$ cat config.mk
export PLATFORM = sky130hd
export DESIGN_NAME = awt_ctrl
export DESIGN_NICKNAME = d
export VERILOG_FILES = /design/src/shared/awt_pkg.sv /design/src/verilog/awt_ctrl.sv /design/src/verilog/awt_wait_counter.sv
export SDC_FILE = /design/constraint.sdc
export NUM_CORES = 1
export LEC_CHECK = 0
export BUFFER_PORTS_ARGS = -buffer_cell sky130_fd_sc_hd__buf_4
export CORE_MARGIN = 8
export CORE_UTILIZATION = 35
export DETAILED_ROUTE_END_ITERATION = 10
export SLEW_MARGIN = 20
export SYNTH_ARGS = -nofsm -noshare
export SYNTH_HDL_FRONTEND = slang
export SYNTH_SLANG_ARGS = --single-unit
$ cat constraint.sdc
create_clock -name ref_clk_i -period 2.21 [get_ports ref_clk_i]
set_input_delay 0.221 -clock ref_clk_i [delete_from_list [all_inputs] [get_ports ref_clk_i]]
set_output_delay 0.221 -clock ref_clk_i [all_outputs]
set_load 0.02 [all_outputs]
$ cat src/shared/awt_pkg.sv
// Package for the asynchronous wait time-out controller.
// Assumes a single 40 MHz system clock and synchronous active-high reset.
package awt_pkg;

	localparam int AWT_DATA_W = 32;
	localparam int AWT_ADDR_W = 24;
	localparam int AWT_CS_N = 4;
	localparam int AWT_CS_W = 2;
	localparam int AWT_LIMIT_W = 8;
	localparam int AWT_STROBE_W = 4;
	localparam logic [AWT_DATA_W-1:0] AWT_ZERO_DATA = 32'h0000_0000;
	localparam logic [AWT_LIMIT_W-1:0] AWT_CNT_RESET = 8'h00;
	localparam logic [AWT_LIMIT_W-1:0] AWT_CNT_ONE = 8'h01;
	localparam logic [AWT_STROBE_W-1:0] AWT_STROBE_CYCLES = 4'h2;
	localparam logic [AWT_STROBE_W-1:0] AWT_STROBE_ONE = 4'h1;

	// Kind of access taken from the on-chip bus
	typedef enum logic [1:0] {
		AWT_ACC_ASYNC,
		AWT_ACC_SDRAM,
		AWT_ACC_REGS
	} awt_acc_type;

	typedef struct packed {
		logic valid;
		logic write;
		awt_acc_type kind;
		logic [AWT_CS_W-1:0] cs;
		logic [AWT_ADDR_W-1:0] addr;
	} awt_req_type;

	typedef struct packed {
		logic valid;
		logic error;
		logic [AWT_DATA_W-1:0] data;
	} awt_rsp_type;

endpackage

$ cat src/verilog/awt_ctrl.sv
// Asynchronous memory port with extended-wait time-out handling.
// Assumes requests and wait input synchronous to ref_clk_i; one request
// is accepted when idle, and the SDRAM and register reads answer at once.
// Summary of operation
// - Time-out check only for chip selects configured for extended wait.
// - Wait held beyond the programmed limit during a read flags time-out.
// - A timed-out read returns an all-zero data word.
// - Register reads after a time-out return right data yet keep the error.
// - Error holds until a clean asynchronous access or any SDRAM access.
`timescale 1ns/1ps
`default_nettype none
module awt_ctrl
	import awt_pkg::*;
(
	input wire logic ref_clk_i,
	input wire logic rst_i,
	input wire awt_req_type req_i,
	output logic ready_o,
	output awt_rsp_type rsp_o,
	input wire logic [AWT_CS_N-1:0] ew_enable_i,
	input wire logic [AWT_LIMIT_W-1:0] ew_limit_i,
	input wire logic [AWT_DATA_W-1:0] reg_rdata_i,
	input wire logic [AWT_DATA_W-1:0] mem_rdata_i,
	input wire logic mem_wait_i,
	output logic [AWT_CS_N-1:0] mem_cs_o,
	output logic mem_oe_o,
	output logic mem_we_o,
	output logic [AWT_ADDR_W-1:0] mem_addr_o,
	output logic timeout_o
);

	typedef enum logic [1:0] {
		AWT_IDLE,
		AWT_STROBE,
		AWT_WAIT
	} awt_phase_type;

	typedef struct packed {
		awt_phase_type phase;
		logic write;
		logic ew;
		logic [AWT_CS_W-1:0] cs;
		logic [AWT_ADDR_W-1:0] addr;
		logic [AWT_STROBE_W-1:0] strobe_cnt;
		logic err;
		awt_rsp_type rsp;
	} awt_state_type;

	awt_state_type state;
	awt_state_type next_state;
	logic expired;
	logic cnt_clear;
	logic cnt_run;

	// Counting only on extended-wait reads; writes are not policed
	assign cnt_run = (state.phase == AWT_WAIT) && state.ew && !state.write
		&& mem_wait_i;
	assign cnt_clear = (state.phase != AWT_WAIT);

	awt_wait_counter u_cnt (
		.ref_clk_i(ref_clk_i),
		.rst_i(rst_i),
		.clear_i(cnt_clear),
		.count_i(cnt_run),
		.limit_i(ew_limit_i),
		.expired_o(expired)
	);

	always_comb begin
		next_state = state;
		next_state.rsp.valid = 1'b0;
		case (state.phase)
			AWT_IDLE: begin
				if (req_i.valid) begin
					case (req_i.kind)
						AWT_ACC_ASYNC: begin
							next_state.phase = AWT_STROBE;
							next_state.write = req_i.write;
							next_state.cs = req_i.cs;
							next_state.addr = req_i.addr;
							next_state.ew = ew_enable_i[req_i.cs];
							next_state.strobe_cnt = AWT_STROBE_CYCLES;
						end
						AWT_ACC_SDRAM: begin
							// Any SDRAM access drops a held error
							next_state.err = 1'b0;
							next_state.rsp = '{valid: 1'b1, error: 1'b0,
								data: AWT_ZERO_DATA};
						end
						AWT_ACC_REGS: begin
							// Data is right, but the stale error rides along
							next_state.rsp = '{valid: 1'b1, error: state.err,
								data: reg_rdata_i};
						end
						default: begin
							next_state.rsp = '{valid: 1'b1, error: state.err,
								data: AWT_ZERO_DATA};
						end
					endcase
				end
			end
			AWT_STROBE: begin
				next_state.strobe_cnt = state.strobe_cnt - AWT_STROBE_ONE;
				if (state.strobe_cnt == AWT_STROBE_ONE) begin
					next_state.phase = AWT_WAIT;
				end
			end
			AWT_WAIT: begin
				if (expired) begin
					next_state.phase = AWT_IDLE;
					next_state.err = 1'b1;
					next_state.rsp = '{valid: 1'b1, error: 1'b1,
						data: AWT_ZERO_DATA};
				end else if (!mem_wait_i || !state.ew) begin
					// Clean completion: covers the non-ew select workarounds
					next_state.phase = AWT_IDLE;
					next_state.err = 1'b0;
					next_state.rsp = '{valid: 1'b1, error: 1'b0,
						data: state.write ? AWT_ZERO_DATA : mem_rdata_i};
				end
			end
			default: begin
				next_state.phase = AWT_IDLE;
			end
		endcase
	end

	always_ff @(posedge ref_clk_i) begin
		if (rst_i) begin
			state <= '{phase: AWT_IDLE, write: 1'b0, ew: 1'b0,
				cs: '0, addr: '0, strobe_cnt: '0, err: 1'b0,
				rsp: '{valid: 1'b0, error: 1'b0, data: AWT_ZERO_DATA}};
		end else begin
			state <= next_state;
		end
	end

	// Only one access in flight: no queue, so the requester is stalled
	assign ready_o = (state.phase == AWT_IDLE);
	assign rsp_o = state.rsp;
	assign timeout_o = state.err;
	assign mem_addr_o = state.addr;
	assign mem_oe_o = (state.phase != AWT_IDLE) && !state.write;
	assign mem_we_o = (state.phase != AWT_IDLE) && state.write;

	genvar g;
	generate
		for (g = 0; g < AWT_CS_N; g++) begin : g_cs
			assign mem_cs_o[g] = (state.phase != AWT_IDLE)
				&& (state.cs == AWT_CS_W'(g));
		end
	endgenerate
endmodule // awt_ctrl
`default_nettype wire

$ cat src/verilog/awt_wait_counter.sv
// Wait-cycle counter of the asynchronous memory port.
// Assumes the wait input is already synchronous to ref_clk_i.
`timescale 1ns/1ps
`default_nettype none
module awt_wait_counter
	import awt_pkg::*;
(
	input wire logic ref_clk_i,
	input wire logic rst_i,
	input wire logic clear_i,
	input wire logic count_i,
	input wire logic [AWT_LIMIT_W-1:0] limit_i,
	output logic expired_o
);

	typedef struct packed {
		logic [AWT_LIMIT_W-1:0] cnt;
		logic expired;
	} awt_cnt_state_type;

	awt_cnt_state_type state;
	awt_cnt_state_type next_state;

	always_comb begin
		next_state = state;
		if (clear_i) begin
			next_state.cnt = AWT_CNT_RESET;
			next_state.expired = 1'b0;
		end else if (count_i && !state.expired) begin
			// Expire once wait stays active beyond the limit
			if (state.cnt >= limit_i) begin
				next_state.expired = 1'b1;
			end else begin
				next_state.cnt = state.cnt + AWT_CNT_ONE;
			end
		end
	end

	always_ff @(posedge ref_clk_i) begin
		if (rst_i) begin
			state <= '{cnt: AWT_CNT_RESET, expired: 1'b0};
		end else begin
			state <= next_state;
		end
	end

	assign expired_o = state.expired;
endmodule // awt_wait_counter
`default_nettype wire

==> key figures <==
Status
  • Status: completed

CTS
  • H-tree depth: 3
  • Setup bufs post-CTS: 0
  • Clock transition at path regs: 60 ps
  • Worst skew pair latency: 320 ps
  • Clk sinks: 78
  • CTS tree: yes
  • TritonCTS buffer count: 9
  • Clock Tree Buf Depth: 2
  • Root Buffer: clkbuf_16

Synth
  • Mapped Cells: 474
  • Mapped Area: 4070 um^2
  • Mapped Avg Cell Area: 8.58 um^2
  • Syn nets: 594
  • Syn. warnings: 0
  • Top FF cell, synth: dfxtp_1
  • Post-synth top area share: 38.4%
  • Largest area contributor in the netlist: dfxtp_1
  • Async SR Flop Fraction: 0%
  • #FFs+latches synth: 78
  • Seq/Total Area, Yosys: 38.4%
  • Synth top area cells: dfxtp_1 (38%), buf_4 (11%), a21oi_1 (7.9%)
  • Post-synth cell types: 44
  • Post-synth EDFFs: 0

Floorplanning
  • Total core area: 11400 um^2
  • Count of standard-cell rows: 39
  • Ports: 175
  • Die Y: 124 um
  • Initial core utilization: 35.8%
  • Die area: 15300 um^2
  • Die width: 124 um

Final layout
  • Final core utilization: 46.7%
  • Nets: 696
  • Antenna Cells: 0
  • Share of cells above drive strength 1: 37.4%
  • Area growth syn-to-layout: 30.5%

STA
  • Worst Max-Slew Pin Slew: 644 ps
  • Max Transition Viols Final: 0
  • Hold_ws: 140 ps
  • Final worst path period need: 2050 ps
  • Setup TNS: 0 ps
  • Fin crit share: 92.9%
  • Slew headroom: 56.8%
  • Setup violation total in the final timing report: 0
  • Skew final: 5.56 ps
  • Final hold vios: 0
  • Achievable frequency: 487 MHz
  • RSZ-0062 raised after global routing: false

Global routing
  • Largest net degree at the start of global routing: 50
  • Remaining global-route overflow: 0
  • Number of global-route vias before repair: 3687
  • Initial antenna violation count: 0
  • GRT Resource Usage Total: 14.5%
  • First-pass GRT wire length: 17900 um

Power
  • Clock Power Share: 42.9%
  • Cell Pwr Density: 633 nW/um^2
  • Cell internal pwr: 2.57 mW
  • Sw Share: 23.5%
  • Worst vdd ir: 401 uV
  • Comb pwr share: 13.2%
  • Net Sw Power: 0.788 mW
  • Sequential share of power: 43.9%
  • P_leak: 2.20 nW

Worst setup path
  • Critical path's largest stage delay: 550 ps
  • Worst setup SP type: flop
  • RR Endpoint: u_cnt.state[1]
  • Crit path cell chain: inv_1 -> ha_1 -> nand2b_1 -> a2111o_1 -> a311oi_2 -> mux2i_1
  • Reg2reg start: u_cnt.state[1]
  • Reg2Reg Setup Slack: 160 ps
  • Buf/Inv on CP: 1
  • Worst setup endpoint: u_cnt.state[1]
  • Critical-path top delay cell: a2111o_1
  • Req. time, crit path: 2470 ps
  • Crit path DAT: 2310 ps
  • Top delay family on crit path: compound AO/OA/AOI/OAI gates
  • Critical path depth: 6
  • Critical Path Start: u_cnt.state[1]
  • Crit end category: flop
  • R2r worst-path depth: 6
  • CP Class: reg2reg
  • Critical path fanouts, max: 8

Hold path
  • Worst Hold Class: in2reg

Placed design
  • Placer Congestion: 0.776
  • HPWL after DPL: 8530 um
  • IO Port Bufs: 174

Routing
  • Post-route ant nets: 0
  • Routed WL per cell: 15.8 um
  • Residual DRC: 0
  • Initial drt markers: 146
  • Vias post-DR: 3624
  • Via density per instance: 5.01
  • Wirelength, routed: 11400 um
  • DRT Pass-1 Iters: 5

Job
  • Maxcap violations: 0
==> logic make-up after synthesis <==
logic type	after synthesis	synth area share (%)
compound gates	152	24.3
simple gates	117	14.3
buf+inv	104	16.4
flops	78	38.4
fa+ha+maj	11	3.39
mux	10	2.77
xor+xnor	2	0.431
==> how the worst min path moves through the flow <==
stage	to	slack [ps]	startpoint	cells after the start
after global placement	mem_addr_o[17]	440	mem_addr_o[17]	2
after CTS	mem_addr_o[0]	130	req_i[0]	3
after floorplan	mem_addr_o[0]	360	req_i[0]	2
after detailed placement	mem_addr_o[16]	450	mem_addr_o[16]	2
final	mem_addr_o[18]	140	req_i[18]	3
after global routing	mem_addr_o[3]	140	req_i[3]	3
==> area by class of cell <==
| class | instances | area (um^2) |
|---|---|---|
| Multi-Input combinational cell | 292 | 1850 |
| Inverter | 13 | 48.8 |
| Fill cell | 1132 | 6060 |
| Clock buffer | 11 | 243 |
| Sequential cell | 78 | 1560 |
| Tap cell | 143 | 179 |
| Clock inverter | 4 | 47.5 |
| Timing Repair Buffer | 182 | 1380 |
==> state kept, by name, summed over array words and instances, names as in the netlist <==
register         cells
u_cnt.expired_o      1
state               10
mem_addr_o          24
rsp_o               34
u_cnt.state          8
timeout_o            1
==> tightest hold or removal path, cell delays in order <==
cell and delay, ps:
buf_4 110, nand2_1 40, a21oi_1 50
==> placed cells by master, fill, tap and decap left out, drive strengths merged, types with 3 or more instances in the layout <==
cell type  Yosys  routed
a21oi         64      64
a22oi         34      34
a311oi         8       8
and3           3       3
and4           3       3
buf           70     182
clkbuf        21      11
dfxtp         78      78
ha            11      11
inv           13      13
mux2i          9       9
nand2         68      68
nand2b         3       3
nand3          3       3
nand4          3       3
nor2           6       6
nor2b          3       3
nor3           5       5
nor3b          5       5
o21ai         37      37
or3            6       6
==> synthesized netlist by cell type (3+ instances only) <==
library cell   n
o21ai_0       36
nand4_1        3
nor3b_1        4
nand3_1        3
a21oi_1       64
a311oi_1       8
and3_1         3
and4_1         3
a22oi_2       12
nor2_1         5
dfxtp_1       78
nor3_1         5
ha_1          11
nand2_1       68
inv_1         13
a22oi_1       22
buf_6          7
nor2b_1        3
or3_1          6
clkbuf_1      21
buf_4         59
mux2i_1        9
==> routing by layer <==
metal | up-vias | routed length [um] | GRT usage, %
met5 | - | 0 | 0
met4 | 0 | 104 | 4.14
met3 | 11 | 843 | 4.08
met2 | 106 | 5760 | 25.0
met1 | 1686 | 4690 | 17.1
li1 | 1821 | - | -
==> power by group through the flow <==
stage                     registers [mW]  clock network, mW  logic, mW
after floorplan                     1.50                  0      0.246
after CTS                           1.47               1.49      0.450
after global routing                1.48               1.56      0.485
after global placement              1.50                  0      0.439
final                               1.47               1.44      0.444
after detailed placement            1.51                  0      0.448
==> timing repair <==
item                       in CTS  in global routing
resized for setup               0                  1
setup endpoints to repair       0                  2
hold buffers                    0                  0
==> per-stage QoR <==
stage          power [mW]  setup slack (ps)  area, um^2  cells
3_5_place_dp         1.95              73.8        5010    708
2_1_floorplan        1.74               222        4070    474
4_1_cts              3.42              42.7        5300    723
3_3_place_gp         1.94               146        5010    708
6_report             3.36               156        5310    723
5_1_grt              3.53              38.9        5310    723
(Power assumes the default switching activity.)
